===== src/design/obcfg_pkg.sv =====
// option byte decoder constants, carriers and state layout
package obcfg_pkg;

  localparam logic [7:0]  READOUT_OPEN_CODE = 8'hAA;
  localparam logic [7:0]  BOOT_NONE      = 8'h00;
  localparam logic [7:0]  BOOT_ONE       = 8'h01;
  localparam logic [7:0]  BOOT_TWO       = 8'h02;
  localparam logic [7:0]  BOOT_THREE     = 8'h03;
  localparam logic [7:0]  BOOT_ALL_FROM  = 8'h7F;
  localparam int          PAGE_COUNT     = 128;
  localparam logic [7:0]  BOOT_ALL_PAGES = 8'h80;

  // bit positions inside the watchdog / fast oscillator byte and the slow oscillator byte
  localparam int          INDEP_HW_BIT   = 0;
  localparam int          INDEP_LP_BIT   = 1;
  localparam int          WINDOW_HW_BIT  = 2;
  localparam int          WINDOW_LP_BIT  = 3;
  localparam int          FAST_CNT_LSB   = 4;
  localparam int          SLOW_CNT_LSB   = 0;

  localparam int          SETTLE_W       = 13;
  localparam logic [1:0]  SETTLE_CODE_1  = 2'h0;
  localparam logic [1:0]  SETTLE_CODE_16 = 2'h1;
  localparam logic [1:0]  SETTLE_CODE_512 = 2'h2;
  localparam logic [12:0] SETTLE_1       = 13'h0001;
  localparam logic [12:0] SETTLE_16      = 13'h0010;
  localparam logic [12:0] SETTLE_512     = 13'h0200;
  localparam logic [12:0] SETTLE_4096    = 13'h1000;
  localparam int          OSC_FAST       = 0;
  localparam int          OSC_SLOW       = 1;

  typedef struct packed {
    logic [7:0] readout_protect_option;
    logic [7:0] boot_area_size_option;
    logic [7:0] reserved_option;
    logic [7:0] watchdog_hse_option;
    logic [7:0] lse_stabilize_option;
  } obcfg_opt_t;

  typedef struct packed {
    logic hw_start;
    logic lowpower;
  } obcfg_wdog_t;

  typedef enum logic [0:0] {
    OBCFG_LOADING,
    OBCFG_READY
  } obcfg_phase_t;

  typedef struct packed {
    obcfg_phase_t          phase;
    obcfg_opt_t            opt;
    logic [1:0]            osc_meta;
    logic [1:0]            osc_sync;
    logic [1:0]            osc_prev;
    logic [1:0]            osc_ready;
    logic [1:0][12:0]      osc_cnt;
    logic                  halt_prev;
    logic                  indep_freeze;
    logic                  window_stop;
    logic                  window_reset;
    logic [PAGE_COUNT-1:0] wr_protect;
  } obcfg_state_t;

  localparam obcfg_state_t STATE_RESET = '0;

endpackage : obcfg_pkg


===== src/design/obcfg_decoder.sv =====
// option byte decoder: latches option bytes in reset, decodes protection, watchdog and oscillator settle
`timescale 1ns/100ps
module obcfg_decoder #(
  parameter int PAGES = obcfg_pkg::PAGE_COUNT
) (
  input  wire logic                  i_clk_sys,
  input  wire logic                  i_rst,
  input  wire obcfg_pkg::obcfg_opt_t i_opt,
  input  wire logic                  i_prog_unlocked,
  input  wire logic                  i_halt_mode,
  input  wire logic [1:0]            i_osc_en,
  input  wire logic [1:0]            i_osc_clk,
  output logic                       o_cfg_valid,
  output obcfg_pkg::obcfg_opt_t      o_opt_readback,
  output logic                       o_readout_unprotected,
  output logic [7:0]                 o_boot_pages,
  output logic [PAGES-1:0]           o_page_wr_protect,
  output obcfg_pkg::obcfg_wdog_t     o_indep_wdog,
  output obcfg_pkg::obcfg_wdog_t     o_window_wdog,
  output logic                       o_indep_wdog_freeze,
  output logic                       o_window_wdog_stop,
  output logic                       o_window_wdog_reset,
  output logic [1:0]                 o_osc_ready
);

  initial begin
    if (PAGES != obcfg_pkg::PAGE_COUNT) begin
      $error("page count must match the boot area decode");
    end
  end

  obcfg_pkg::obcfg_state_t st_r;
  obcfg_pkg::obcfg_state_t st_nxt;
  logic [7:0]              boot_pages;
  logic [PAGES-1:0]        prot_nxt;
  logic [1:0][12:0]        settle_target;
  logic [1:0][1:0]         settle_code;
  logic                    valid;

  assign valid = (st_r.phase == obcfg_pkg::OBCFG_READY);

  // boot area size to number of protected pages
  always_comb begin
    case (st_r.opt.boot_area_size_option)
      obcfg_pkg::BOOT_NONE:  boot_pages = obcfg_pkg::BOOT_NONE;
      obcfg_pkg::BOOT_ONE:   boot_pages = obcfg_pkg::BOOT_ONE;
      obcfg_pkg::BOOT_TWO:   boot_pages = obcfg_pkg::BOOT_TWO;
      obcfg_pkg::BOOT_THREE: boot_pages = obcfg_pkg::BOOT_THREE;
      default: begin
        if (st_r.opt.boot_area_size_option >= obcfg_pkg::BOOT_ALL_FROM) begin
          boot_pages = obcfg_pkg::BOOT_ALL_PAGES;
        end else begin
          boot_pages = st_r.opt.boot_area_size_option;
        end
      end
    endcase
  end

  // per page: boot area always locked, rest follows the unlock keys
  genvar gp;
  generate
    for (gp = 0; gp < PAGES; gp++) begin : g_page
      assign prot_nxt[gp] = (8'(gp) < boot_pages) ? 1'b1 : ~i_prog_unlocked;
    end
  endgenerate

  assign settle_code[obcfg_pkg::OSC_FAST] = st_r.opt.watchdog_hse_option[obcfg_pkg::FAST_CNT_LSB +: 2];
  assign settle_code[obcfg_pkg::OSC_SLOW] = st_r.opt.lse_stabilize_option[obcfg_pkg::SLOW_CNT_LSB +: 2];

  always_comb begin
    for (int k = 0; k < 2; k++) begin
      case (settle_code[k])
        obcfg_pkg::SETTLE_CODE_1:   settle_target[k] = obcfg_pkg::SETTLE_1;
        obcfg_pkg::SETTLE_CODE_16:  settle_target[k] = obcfg_pkg::SETTLE_16;
        obcfg_pkg::SETTLE_CODE_512: settle_target[k] = obcfg_pkg::SETTLE_512;
        default:                    settle_target[k] = obcfg_pkg::SETTLE_4096;
      endcase
    end
  end

  always_comb begin
    st_nxt           = st_r;
    st_nxt.osc_meta  = i_osc_clk;
    st_nxt.osc_sync  = st_r.osc_meta;
    st_nxt.osc_prev  = st_r.osc_sync;
    st_nxt.halt_prev = i_halt_mode;
    case (st_r.phase)
      obcfg_pkg::OBCFG_LOADING: st_nxt.phase = obcfg_pkg::OBCFG_READY;
      obcfg_pkg::OBCFG_READY:   st_nxt.phase = obcfg_pkg::OBCFG_READY;
      default:                  st_nxt.phase = obcfg_pkg::OBCFG_LOADING;
    endcase
    st_nxt.wr_protect   = prot_nxt;
    st_nxt.indep_freeze = valid & i_halt_mode & st_r.opt.watchdog_hse_option[obcfg_pkg::INDEP_LP_BIT];
    st_nxt.window_stop  = valid & i_halt_mode & ~st_r.opt.watchdog_hse_option[obcfg_pkg::WINDOW_LP_BIT];
    st_nxt.window_reset = valid & i_halt_mode & ~st_r.halt_prev
                        & st_r.opt.watchdog_hse_option[obcfg_pkg::WINDOW_LP_BIT];
    for (int k = 0; k < 2; k++) begin
      if (!i_osc_en[k] || !valid) begin
        st_nxt.osc_cnt[k]   = '0;
        st_nxt.osc_ready[k] = 1'b0;
      end else if (!st_r.osc_ready[k] && st_r.osc_sync[k] && !st_r.osc_prev[k]) begin
        st_nxt.osc_cnt[k] = st_r.osc_cnt[k] + 13'h0001;
        if (st_r.osc_cnt[k] + 13'h0001 >= settle_target[k]) begin
          st_nxt.osc_ready[k] = 1'b1;
        end
      end
    end
    if (i_rst) begin
      st_nxt     = obcfg_pkg::STATE_RESET;
      st_nxt.opt = i_opt;
    end
  end

  always_ff @(posedge i_clk_sys) begin
    st_r <= st_nxt;
  end

  assign o_cfg_valid           = valid;
  assign o_opt_readback        = st_r.opt;
  assign o_readout_unprotected = valid && (st_r.opt.readout_protect_option == obcfg_pkg::READOUT_OPEN_CODE);
  assign o_boot_pages          = boot_pages;
  assign o_page_wr_protect     = st_r.wr_protect;
  assign o_indep_wdog.hw_start  = valid & st_r.opt.watchdog_hse_option[obcfg_pkg::INDEP_HW_BIT];
  assign o_indep_wdog.lowpower  = st_r.opt.watchdog_hse_option[obcfg_pkg::INDEP_LP_BIT];
  assign o_window_wdog.hw_start = valid & st_r.opt.watchdog_hse_option[obcfg_pkg::WINDOW_HW_BIT];
  assign o_window_wdog.lowpower = st_r.opt.watchdog_hse_option[obcfg_pkg::WINDOW_LP_BIT];
  assign o_indep_wdog_freeze   = st_r.indep_freeze;
  assign o_window_wdog_stop    = st_r.window_stop;
  assign o_window_wdog_reset   = st_r.window_reset;
  assign o_osc_ready           = st_r.osc_ready;
endmodule : obcfg_decoder


===== config.mk =====
export PLATFORM = sky130hd
export DESIGN_NAME = obcfg_decoder
export DESIGN_NICKNAME = d
export VERILOG_FILES = /design/src/design/obcfg_pkg.sv /design/src/design/obcfg_decoder.sv
export SDC_FILE = /design/constraint.sdc
export NUM_CORES = 1
export LEC_CHECK = 0
export CAP_MARGIN = 20
export CORE_UTILIZATION = 43
export CTS_CLUSTER_SIZE = 30
export DETAILED_ROUTE_END_ITERATION = 12
export DONT_BUFFER_PORTS = 1
export HOLD_SLACK_MARGIN = 0.15
export PLACE_DENSITY = 0.57
export RECOVER_POWER = 50
export SYNTH_ARGS = -nofsm -noshare
export SYNTH_HDL_FRONTEND = slang
export SYNTH_SLANG_ARGS = --single-unit

===== constraint.sdc =====
create_clock -name i_clk_sys -period 2.9 [get_ports i_clk_sys]
set_input_delay 0.145 -clock i_clk_sys [delete_from_list [all_inputs] [get_ports i_clk_sys]]
set_output_delay 0.145 -clock i_clk_sys [all_outputs]
set_load 0.005 [all_outputs]

# Yosys cells after proc, flatten, opt, wreduce, memory -nomap -nowiden
# Cells that the tools add are included.
# word_totals
register_bits,207
# op_classes
eq_ne,8
muxes,132
n_addsub,2
n_bitwise,10
reduce_logical,21
n_lt_le_gt_ge,131
# op_table
op,count
"7-bit by 8-bit less-than comparator with 1-bit output, first input constant",64
"6-bit by 8-bit less-than comparator with 1-bit output, first input constant",32
"5-bit by 8-bit less-than comparator with 1-bit output, first input constant",16
1-bit two-way mux,128
13-bit case mux with 3 select lines,2
"4-bit by 8-bit less-than comparator with 1-bit output, first input constant",8
"3-bit by 8-bit less-than comparator with 1-bit output, first input constant",4
8-bit case mux with 4 select lines,1
"13-bit by 1-bit adder with 13-bit output, second input constant",2
13-bit >= comparator,2
"8-bit by 2-bit == test with 1-bit output, second input constant",2
"1-bit by 8-bit less-than comparator with 1-bit output, first input constant",2
"2-bit by 8-bit less-than comparator with 1-bit output, first input constant",2
"8-bit by 1-bit == test with 1-bit output, second input constant",1
"8-bit == test, second input constant",1
"8-bit by 7-bit >= comparator with 1-bit output, second input constant",1
8-bit zero test,1
8-bit two-way mux,1
1-bit bitwise AND,7
1-bit zero test,7
1-bit logical AND,5
"2-bit by 1-bit == test with 1-bit output, second input constant",2
"2-bit == test, second input constant",2
2-bit zero test,2
4 further kinds,9

# Depth between registers and ports, before layout
# Gate-level depths: netlist of run 1.
# depth
ltp_word,5
mapped_depth,10
mapped_depth_nobuf,10

# Worst setup path before layout of run 1
# OpenSTA, ideal clock, no wires.
# synth_path
path_kind,reg-to-reg
start,register st_r[132] in the netlist's numbering
end,"register st_r, in the netlist o_osc_ready[0]"
setup_ps,126
t_arrival_ps,2067
synth_period_minus_slack_ps,2193
stages_incl_launch_ff,10
setup_slack_ps,707
required_ps,2774
cell_sequence,dfxtp_1 > ha_1 > nand3_1 > xnor2_1 > ha_1 > mux2_2 > a211oi_1 > a41oi_1 > o31ai_1 > a211oi_1
# synth_between
elab_chain_cells,3
# synth_lines
element,line_no,rtl
"start, declared",obcfg_decoder.sv:32,obcfg_pkg::obcfg_state_t st_r;
"start signal, assigned",obcfg_decoder.sv:115,st_r <= st_nxt;
13-bit by 1-bit adder with 13-bit output,obcfg_decoder.sv:103,if (st_r.osc_cnt[k] + 13'h0001 >= settle_target[k]) begin
13-bit >= comparator,obcfg_decoder.sv:103,
2-bit AND reduction (no line),n/a,
# Every way passes these cells.
# A chain may end at the register's enable or synchronous reset.

# Final worst setup path of run 1
# layout_path
start,"register st_r, in the netlist o_opt_readback[26]"
end,"register st_r, in the netlist o_page_wr_protect[1]"
# layout_between
elab_chain_cells,5
elab_cells_between_ends,9
classes_between,order compare (2); eq/ne (3); mux (3); reduce/logical (1)
# layout_lines
element,line_no,rtl
8-bit by 7-bit >= comparator with 1-bit output,obcfg_decoder.sv:50,if (st_r.opt.boot_area_size_option >= obcfg_pkg::BOOT_ALL_FROM) begin
8-bit two-way mux,obcfg_decoder.sv:50,
8-bit case mux with 4 select lines *,obcfg_decoder.sv:44,case (st_r.opt.boot_area_size_option)
1-bit by 8-bit less-than comparator with 1-bit output *,obcfg_decoder.sv:63,assign prot_nxt[gp] = (8'(gp) < boot_pages) ? 1'b1 : ~i_prog_unlocked;
1-bit two-way mux *,obcfg_decoder.sv:63,
# Every way passes the cells marked *; elsewhere a longest branch is shown, timed or not.

==> qor.yml, run 1 <==
placement:
  placed_cells: 923
  place_worst_setup_slack_ns: 0.458
  place_congestion: 0.897
  dpl_cell_area_um2: 7520
  hpwl_mm: 13.6
  port_buffers: 0
yosys:
  syn-num-nets: 909
  syn_area_um2: 8550
  yosysSeqAreaShare: 0.532
  synth_ff_type: "dfxtp_1"
  synthSimpleGateAreaFrac: 0.125
  synth_fa_ha_area_frac: 0.0146
  synth_xor_area_frac: 0.0318
  yosysWarnings: 0
  async_flop_share: 0
  synth_top_family_by_area: "buffers and inverters"
  synth_edf_count: 40
  synth_compound_area_frac: 0.112
  synth_area_per_cell_um2: 10.0
  syn_inst: 851
  ys_types: 69
  synth_seq_cells: 207
  synthMuxAreaShare: 0.00249
drt:
  vias_per_cell: 5.08
  detail_route.iter0.violations: 306
  drc: 0
  wl_per_cell_um: 19.7
  antenna_left: 0
  vias: 5156
  drt_first_pass_iters: 5
  wl_mm: 20.0
setup_path:
  crit_start: "o_opt_readback[26]"
  r2r-end: "o_page_wr_protect[1]"
  r2r_setup_slack_ns: 0.36
  crit_path_max_fanout: 14
  endpoint: "o_page_wr_protect[1]"
  path_class: "flip-flop to flip-flop"
  required_ns: 3.35
  cp_data_arrival_time_ns: 2.99
  reg2regPathDepth: 5
  end_kind: "flip-flop"
  r2r-start: "o_opt_readback[26]"
  crit_path_start_kind: "flip-flop"
sta:
  max_freq_ghz: 0.394
  fin_tns_setup_ns: 0
  min_period_ns: 2.54
  whs_ns: 0.132
  rsz0062_at_grt: "false"
  hold_viol_final: 0
  setup_viol: 0
  worst_slack_ns: 0.364
  slew_headroom: 0.298
  clock_skew_ns: 0.0148
  min_period_over_period: 0.875
  worst_pin_slew_ns: 1.04
  maxSlewViolCount: 0
cells_and_area:
  drive_gt1_frac: 0.113
  layout.cells.non_filler: 1015
  fin_nets: 791
  layout_commonest_cell: "dfxtp_1"
  final_area_um2: 8810
  syn2layout_area_growth_pct: 3.09
  layout.cells.most_common_list: "167 x dfxtp_1, 90 x a21oi_1, 65 x nor2_1, 49 x dlygate4sd3_1, 47 x nand2_1"
  num-fill-cells: 1870
  utilization: 0.453
global_route:
  grt_usage: 0.193
  grt_pass1_wl_mm: 29.9
  antenna_found_initial: 1
  grt_pass1_vias: 5134
  grt_max_degree: 83
  gr-total-overflow: 0
clocking:
  numCtsBuffers: 23
  clock-sinks: 207
  cts_buffer_depth: 3
  insertion_delay_ns: 0.51
  clk_pin_slew_worst_paths_ns: 0.06
  cts_tree: "done"
  cts_setup_buffers: 0
  root_buffer: "clkbuf_16"
  h-tree-depth: 1
run:
  drv_cap: 0
floorplan:
  die_x_um: 143
  die_y_um: 143
  fp.dieArea_um2: 20400
  pin_count: 235
  core_area_um2: 19500
  initial_core_util: 0.439
  fp-row-count: 51
outcome:
  status: "complete, no violations"
pwr:
  max-vdd-ir-drop_mv: 0.447
  power_density_nw_per_um2: 751
  p_leak_nw: 3.36
  finalPower_mw: 6.62
worst_hold_path:
  hp-class: "primary input to flip-flop"
synthesized netlist by cell type, drive strengths merged, types with 3 or more instances:
cell type / n / share of area
a31oi: 4 / 0.0029
a21oi: 97 / 0.060
o21ai: 27 / 0.017
buf: 191 / 0.16
o21a: 3 / 0.0026
or3: 4 / 0.0029
o31ai: 4 / 0.0035
inv: 20 / 0.0091
or2: 3 / 0.0022
nand4: 6 / 0.0044
a31o: 3 / 0.0031
nand2b: 10 / 0.0073
nand3: 21 / 0.014
nor3: 16 / 0.010
edfxtp: 40 / 0.14
ha: 10 / 0.015
xor2: 15 / 0.015
nor2: 67 / 0.030
clkbuf: 17 / 0.0078
a21o: 7 / 0.0061
nand2: 48 / 0.022
a211oi: 4 / 0.0035
and3: 4 / 0.0035
xnor2: 16 / 0.016
nor2b: 13 / 0.010
dfxtp: 167 / 0.39
and2: 9 / 0.0069
area by class of cell:
class | instances | area [um2] | share of cell area
tap | 265 | 332 | 0.0376
timing repair buffer | 65 | 631 | 0.0716
clock buffer | 32 | 692 | 0.0785
inverter | 21 | 81.3 | 0.00923
antenna | 1 | 2.50 | 0.000284
multi-input combinational | 415 | 2450 | 0.278
clock inverter | 9 | 75.1 | 0.00852
sequential | 207 | 4540 | 0.516
per-layer routing:
| layer | global-route usage | vias to the layer above | part of all wire |
|---|---|---|---|
| li1 | - | 2445 | - |
| met2 | 0.318 | 195 | 0.48 |
| met1 | 0.245 | 2467 | 0.41 |
| met4 | 0.0730 | 2 | 0.034 |
| met5 | 0 | - | 0.00065 |
| met3 | 0.0439 | 47 | 0.073 |
critical path, cell delays in order (launching register included):
cell and delay, ns:
edfxtp_1 0.60, and4_1 0.38, and2_4 0.19, or3_1 0.56, a21oi_1 0.20, dlygate4sd3_1 0.55
sequential cells by signal, summed over array words and instances, names as in the netlist:
register             flops
o_page_wr_protect      128
o_opt_readback          39
st_r                    33
o_osc_ready              2
o_cfg_valid              1
o_indep_wdog             1
o_indep_wdog_freeze      1
o_window_wdog_reset      1
o_window_wdog_stop       1
how the worst min path moves through the flow:
stage | startpoint | endpoint | slack, ns | depth (start not counted)
CTS | i_osc_en[1] | st_r[155] | 0.15 | 2
global placement | i_rst | o_page_wr_protect[126] | 0.23 | 1
floorplan | i_rst | st_r[131] | 0.24 | 1
global route | i_osc_en[1] | st_r[155] | 0.19 | 2
finish | i_osc_en[1] | st_r[155] | 0.13 | 2
detailed placement | i_rst | o_page_wr_protect[126] | 0.23 | 1
where the power goes:
| part | total, mW | switching (mW) | leakage (nW) | internal [mW] |
|---|---|---|---|---|
| registers | 3.31 | 0.158 | 1.79 | 3.15 |
| logic | 0.437 | 0.278 | 1.19 | 0.159 |
| clock network | 2.87 | 1.12 | 0.383 | 1.75 |
| total | 6.62 | 1.56 | 3.36 | 5.06 |
repair_timing:
item / CTS / global route
gates resized for setup: 0 / 0
endpoints found under the setup margin: 0 / 0
hold endpoints to repair: 164 / 0
hold buffers: 50 / 0
cell families after synthesis:
| logic type | Yosys count |
|---|---|
| buf+inv | 229 |
| compound gates | 160 |
| flops | 207 |
| simple gates | 212 |
| xor+xnor | 31 |
| mux | 2 |
| fa+ha+maj | 10 |
(Power assumes the default switching activity.)
==> run 2: changes to the inputs <==
Settings changed: ABC_AREA set to 1.
==> run 2 against run 1 <==
Net effect: area after synthesis up 2.4%; clock skew down 0.0040 ns; critical path type is now primary input to flip-flop; final area up 2.3%; synthesized cell count up 13%; non-clock buffer count down 10; maximum frequency about the same; cell count up 12%; power up 1.6%; clock-buffer cell count down 2; worst hold slack better by 0.13 ns; wire length up 3.2%.
==> qor.yml, run 2 <==
outcome:
  status: "complete, no violations"  # unchanged
global_route:
  grt_usage: 0.195  # was 0.193
  grt_pass1_vias: 5347  # was 5134
  antenna_found_initial: 0  # was 1
  grt_max_degree: 68  # was 83
  gr-total-overflow: 0  # unchanged
  grt_pass1_wl_mm: 30.6  # was 29.9 mm
setup_path:
  max_stage_delay_ns: 0.78  # was 0.60 ns
  crit_path_frequent_cell: "nand2_1"
  path_class: "primary input to flip-flop"  # was flip-flop to flip-flop
  cp_data_arrival_time_ns: 2.93  # was 2.99 ns
  crit_start: "i_rst"  # was o_opt_readback[26]
  cp_slowest_cell: "nand2_1"  # was edfxtp_1
  crit_path_max_fanout: 67  # was 14
  crit_chain: "dlygate4sd3_1 -> buf_16 -> clkinv_1 -> nand2_1 -> clkinv_4 -> nand2_2 -> nand2_1"  # was and4_1 -> and2_4 -> or3_1 -> a21oi_1 -> dlygate4sd3_1
  r2r-end: "o_page_wr_protect[85]"  # was o_page_wr_protect[1]
  reg2regPathDepth: 12  # was 5
  end_kind: "flip-flop"  # unchanged
  required_ns: 3.30  # was 3.35 ns
  crit_path_start_kind: "primary input"  # was flip-flop
  r2r-start: "o_opt_readback[24]"  # was o_opt_readback[26]
  r2r_setup_slack_ns: 0.41  # was 0.36 ns
drt:
  vias: 5500  # was 5156
  vias_per_cell: 4.84  # was 5.08
  drc: 0  # unchanged
  detail_route.iter0.violations: 353  # was 306
  wl_per_cell_um: 18.2  # was 19.7 um
  wl_mm: 20.6  # was 20.0 mm
  antenna_left: 0  # unchanged
  drt_first_pass_iters: 5  # unchanged
clocking:
  clk_pin_slew_worst_paths_ns: 0.06  # about the same
  post_cts_resized: 0  # unchanged
  clock-sinks: 207  # unchanged
  numCtsBuffers: 23  # unchanged
  insertion_delay_ns: 0.51  # about the same
  cts_buffer_depth: 3  # unchanged
  h-tree-depth: 1  # unchanged
  root_buffer: "clkbuf_16"  # unchanged
  cts_tree: "done"  # unchanged
yosys:
  synth_seq_cells: 207  # unchanged
  synth_ff_type: "dfxtp_1"  # unchanged
  syn-num-nets: 1022  # was 909
  syn_inst: 964  # was 851
  ys_types: 43  # was 69
  synth_top_cell_by_area: "dfxtp_1"  # unchanged
  synth_area_per_cell_um2: 9.08  # was 10.0 um2
  ys_top_cells_by_area: "dfxtp_1 38%, buf_4 15%, edfxtp_1 14%, nand2_1 5.0%, inv_1 4.8%"  # was dfxtp_1 39%, buf_4 15%, edfxtp_1 14%, a21oi_1 5.3%, nor2_1 2.9%
  synth_most_common_cell: "buf_4"  # unchanged
  synth_top_area_frac: 0.382  # was 0.391
  synth_edf_count: 40  # unchanged
  syn_area_um2: 8750  # was 8550 um2
  async_flop_share: 0  # unchanged
  synthTopCellsByCount: "172 x buf_4, 167 x dfxtp_1, 116 x nand2_1"  # was 173 x buf_4, 167 x dfxtp_1, 91 x a21oi_1
  yosysWarnings: 0  # unchanged
  yosysSeqAreaShare: 0.519  # was 0.532
floorplan:
  die_y_um: 145  # was 143 um
  core_area_um2: 19700  # was 19500 um2
  fp.dieArea_um2: 20900  # was 20400 um2
  pin_count: 235  # unchanged
  initial_core_util: 0.444  # was 0.439
  die_x_um: 145  # was 143 um
  fp-row-count: 51  # unchanged
sta:
  setup_viol: 0  # unchanged
  max_freq_ghz: 0.394  # about the same
  hold_viol_final: 0  # unchanged
  fin_tns_setup_ns: 0  # unchanged
  min_period_over_period: 0.875  # about the same
  min_period_ns: 2.54  # about the same
  whs_ns: 0.263  # was 0.132 ns
  worst_pin_slew_ns: 0.754  # was 1.04 ns
  clock_skew_ns: 0.0108  # was 0.0148 ns
  slew_headroom: 0.496  # was 0.298
  rsz0062_at_grt: "false"  # unchanged
  maxSlewViolCount: 0  # unchanged
cells_and_area:
  largest_reg_flops: 128  # unchanged
  fin_nets: 913  # was 791
  syn2layout_area_growth_pct: 2.96  # was 3.09%
  layout_commonest_cell: "dfxtp_1"  # unchanged
  layout.cells.most_common_list: "167 x dfxtp_1, 116 x nand2_1, 113 x inv_1, 62 x nor2_1, 49 x a21oi_1"  # was 167 x dfxtp_1, 90 x a21oi_1, 65 x nor2_1, 49 x dlygate4sd3_1, 47 x nand2_1
  antenna_cells: 0  # was 1
  final_area_um2: 9010  # was 8810 um2
  layout.cells.non_filler: 1137  # was 1015
  drive_gt1_frac: 0.126  # was 0.113
pwr:
  power_frac_comb: 0.071  # was 0.066
  netSwitchingFraction: 0.244  # was 0.235
  p_clk_frac: 0.435  # was 0.434
  p_sw_mw: 1.64  # was 1.56 mW
  power_density_nw_per_um2: 746  # was 751 nW/um2
  finalPower_mw: 6.72  # was 6.62 mW
  pwr-share-seq: 0.493  # was 0.500
  max-vdd-ir-drop_mv: 0.472  # was 0.447 mV
  p_int_mw: 5.08  # was 5.06 mW
  p_leak_nw: 3.95  # was 3.36 nW
placement:
  dpl_cell_area_um2: 7730  # was 7520 um2
  placed_cells: 1046  # was 923
  port_buffers: 0  # unchanged
  hpwl_mm: 14.7  # was 13.6 mm
  place_congestion: 0.862  # was 0.897
worst_hold_path:
  hp-class: "primary input to flip-flop"  # unchanged
  whs_endpoint: "o_opt_readback[17]"  # was st_r[155]
  min_from: "i_opt[17]"  # was i_osc_en[1]
  min_path_cells: 1  # was 2
run:
  drv_cap: 0  # unchanged
run 2: how the worst max path moves through the flow:
stage	endpoint	slack [ns]
2_1_floorplan	o_osc_ready[1]	0.82
3_3_place_gp	o_page_wr_protect[84]	0.47
3_5_place_dp	o_page_wr_protect[85]	0.41
4_1_cts	o_page_wr_protect[85]	0.37
5_1_grt	o_page_wr_protect[85]	0.21
6_report	o_page_wr_protect[85]	0.36
run 2: what timing repair did:
action / CTS / global route
hold buffers: 49 / 0
endpoints found under the hold margin: 182 / 0
setup buffers: 0 / 0
run 2: cell families (layout without fill, tap and decap cells):
| family | after synthesis | count (layout) | share of synthesized area |
|---|---|---|---|
| AO/OA/AOI/OAI | 158 | 158 | 0.103 |
| XOR/XNOR | 7 | 7 | 0.00701 |
| adder cells (fa/ha/maj) | 10 | 10 | 0.0143 |
| buffers and inverters | 324 | 232 | 0.219 |
| flip-flops | 207 | 207 | 0.519 |
| AND/OR/NAND/NOR | 258 | 258 | 0.138 |
run 2: metal layers:
| layer | global-route usage | share of wire | vias to the layer above | wire length [um] |
|---|---|---|---|---|
| met5 | 0 | 0 | - | 0 |
| met4 | 0.0587 | 0.021 | 0 | 424 |
| met3 | 0.0645 | 0.10 | 28 | 2130 |
| met2 | 0.310 | 0.46 | 252 | 9430 |
| met1 | 0.251 | 0.42 | 2532 | 8670 |
| li1 | - | - | 2688 | - |
run 2: through the flow:
step                utilization  worst slack, ns
floorplan                     -            0.823
global placement          0.392            0.473
detailed placement        0.392            0.412
CTS                       0.457            0.367
global route              0.457            0.215
finish                    0.457            0.362
run 2: cell type report:
type	instances	area (um2)
Clock buffer	30	653
Clock inverter	12	123
Sequential cell	207	4540
Timing Repair Buffer	55	553
Tap cell	265	332
Inverter	135	512
Multi-Input combinational cell	433	2290
Fill cell	1847	10700
run 2: power by group through the flow:
stage,clock network [mW],logic [mW],registers [mW]
after floorplan,0,0.607,3.27
after global routing,3.12,0.532,3.34
after global placement,0,0.403,3.39
after detailed placement,0,0.403,3.39
after CTS,3.00,0.478,3.33
final,2.93,0.479,3.32
run 2: critical path: cells and delay by family:
family	cells	cell delay, ns
simple gates	3	1.01
buf+inv	4	1.70
==> run 3: changes to the inputs <==
Settings changed: CTS_BUF_LIST set to sky130_fd_sc_hd__clkbuf_8.
==> run 3 against run 2 <==
Net effect: first-iteration DRC count down 0.57%; clock skew increased by 0.019 ns; utilization grew 0.39 points; critical endpoint unchanged; largest cell class unchanged; largest power group unchanged.
==> qor.yml, run 3 (synthesis gave the netlist of run 2 again) <==
outcome:
  status: "complete, no violations"  # unchanged
pwr:
  power_density_nw_per_um2: 753  # was 746 nW/um2
  max-vdd-ir-drop_mv: 0.480  # was 0.472 mV
  p_leak_nw: 4.02  # was 3.95 nW
drt:
  wl_per_cell_um: 17.8  # was 18.2 um
  antenna_left: 0  # unchanged
  vias: 5558  # was 5500
  drc: 0  # unchanged
  vias_per_cell: 4.78  # was 4.84
  drt_first_pass_iters: 5  # unchanged
  wl_mm: 20.7  # was 20.6 mm
  detail_route.iter0.violations: 351  # was 353
sta:
  hold_viol_final: 0  # unchanged
  min_period_over_period: 0.877  # was 0.875
  min_period_ns: 2.54  # about the same
  worst_pin_slew_ns: 0.777  # was 0.754 ns
  fin_tns_setup_ns: 0  # unchanged
  setup_viol: 0  # unchanged
  whs_ns: 0.229  # was 0.263 ns
  worst_slack_ns: 0.358  # was 0.362 ns
  rsz0062_at_grt: "false"  # unchanged
  max_freq_ghz: 0.393  # was 0.394 GHz
  clock_skew_ns: 0.0294  # was 0.0108 ns
  maxSlewViolCount: 0  # unchanged
  slew_headroom: 0.481  # was 0.496
setup_path:
  crit_path_start_kind: "primary input"  # unchanged
  cp_slowest_cell: "nand2_1"  # unchanged
  cp_data_arrival_time_ns: 2.95  # was 2.93 ns
  r2r-start: "o_opt_readback[24]"  # unchanged
  max_stage_delay_ns: 0.79  # was 0.78 ns
  end_kind: "flip-flop"  # unchanged
  r2r_setup_slack_ns: 0.38  # was 0.41 ns
  crit_path_frequent_cell: "nand2_1"  # unchanged
  reg2regPathDepth: 12  # unchanged
  crit_buf_inv: 4  # unchanged
  path_class: "primary input to flip-flop"  # unchanged
  crit_chain: "dlygate4sd3_1 -> buf_16 -> clkinv_1 -> nand2_1 -> clkinv_4 -> nand2_2 -> nand2_1"  # unchanged
  crit_path_max_fanout: 67  # unchanged
  required_ns: 3.30  # about the same
  cpLargestDelayFamily: "buffers and inverters"  # unchanged
  r2r-end: "o_page_wr_protect[85]"  # unchanged
floorplan:
  fp.dieArea_um2: 20900  # unchanged
  die_x_um: 145  # unchanged
  die_y_um: 145  # unchanged
  core_area_um2: 19700  # unchanged
  initial_core_util: 0.444  # unchanged
  fp-row-count: 51  # unchanged
  pin_count: 235  # unchanged
placement:
  place_worst_setup_slack_ns: 0.412  # unchanged
  port_buffers: 0  # unchanged
  place_congestion: 0.862  # unchanged
  hpwl_mm: 14.7  # unchanged
global_route:
  grt_max_degree: 68  # unchanged
  grt_pass1_wl_mm: 30.5  # was 30.6 mm
  gr-total-overflow: 0  # unchanged
  grt_pass1_vias: 5366  # was 5347
  grt_usage: 0.197  # was 0.195
  antenna_found_initial: 0  # unchanged
clocking:
  cts_tree: "done"  # unchanged
  cts_buffer_depth: 3  # unchanged
  insertion_delay_ns: 0.53  # was 0.51 ns
  post_cts_resized: 0  # unchanged
  h-tree-depth: 2  # was 1
  clock-sinks: 207  # unchanged
  root_buffer: "clkbuf_8"  # was clkbuf_16
  cts_setup_buffers: 0  # unchanged
  clk_pin_slew_worst_paths_ns: 0.06  # about the same
  numCtsBuffers: 37  # was 23
worst_hold_path:
  min_from: "i_opt[39]"  # was i_opt[17]
  hp-class: "primary input to flip-flop"  # unchanged
  min_path_cells: 1  # unchanged
  whs_endpoint: "o_opt_readback[39]"  # was o_opt_readback[17]
cells_and_area:
  layout.cells.most_common_list: "167 x dfxtp_1, 117 x inv_1, 116 x nand2_1, 62 x nor2_1, 49 x a21oi_1"  # was 167 x dfxtp_1, 116 x nand2_1, 113 x inv_1, 62 x nor2_1, 49 x a21oi_1
  multi_input_area_um2: 2290  # unchanged
  utilization: 0.461  # was 0.457
  num-fill-cells: 1858  # was 1847
  layout_commonest_cell: "dfxtp_1"  # unchanged
  antenna_cells: 0  # unchanged
  fin_nets: 927  # was 913
  seq_area_um2: 4540  # unchanged
  largest_reg_flops: 128  # unchanged
  drive_gt1_frac: 0.146  # was 0.126
  syn2layout_area_growth_pct: 3.85  # was 2.96%
run:
  drv_cap: 0  # unchanged
==> run 3: report_power, final <==
| part | switching, mW | leakage, nW | internal (mW) |
|---|---|---|---|
| logic | 0.323 | 1.78 | 0.155 |
| registers | 0.161 | 1.79 | 3.16 |
| clock network | 1.21 | 0.452 | 1.83 |
| total | 1.70 | 4.02 | 5.14 |
==> run 3: layout make-up <==
class / instances / area share
flip-flops and latches: 207 / 0.500
multi-input cells: 433 / 0.252
clock buffers: 47 / 0.0712
repair buffers: 55 / 0.0608
inverters: 135 / 0.0563
well taps: 265 / 0.0365
clock inverters: 21 / 0.0227
==> run 3: per-stage QoR <==
step / area (um2) / cells / power, mW
finish: 9090 / 1163 / 6.84
global route: 9090 / 1163 / 7.13
CTS: 9090 / 1163 / 6.93
detailed placement: 7730 / 1046 / 3.79
global placement: 7730 / 1046 / 3.79
floorplan: 8750 / 964 / 3.88
==> run 3: timing repair <==
action	4_1_cts	5_1_grt
endpoints found under the setup margin	0	0
endpoints found under the hold margin	188	0
hold buffers	49	0
==> run 3: worst max-delay path by stage <==
stage / slack, ns / cells after the start / end / from
after CTS: 0.39 / 7 / o_page_wr_protect[85] / i_rst
after floorplan: 0.82 / 12 / o_osc_ready[1] / st_r[145]
after global placement: 0.47 / 12 / o_page_wr_protect[84] / o_opt_readback[29]
after global routing: 0.22 / 12 / o_page_wr_protect[85] / o_opt_readback[26]
final: 0.36 / 7 / o_page_wr_protect[85] / i_rst
after detailed placement: 0.41 / 12 / o_page_wr_protect[85] / o_opt_readback[26]
==> run 3: per-layer routing <==
layer	vias up	wire length (um)	GRT usage
met1	2560	8900	0.249
met2	245	9430	0.306
met3	30	2000	0.0721
met5	-	0	0
met4	0	416	0.0715
li1	2723	-	-
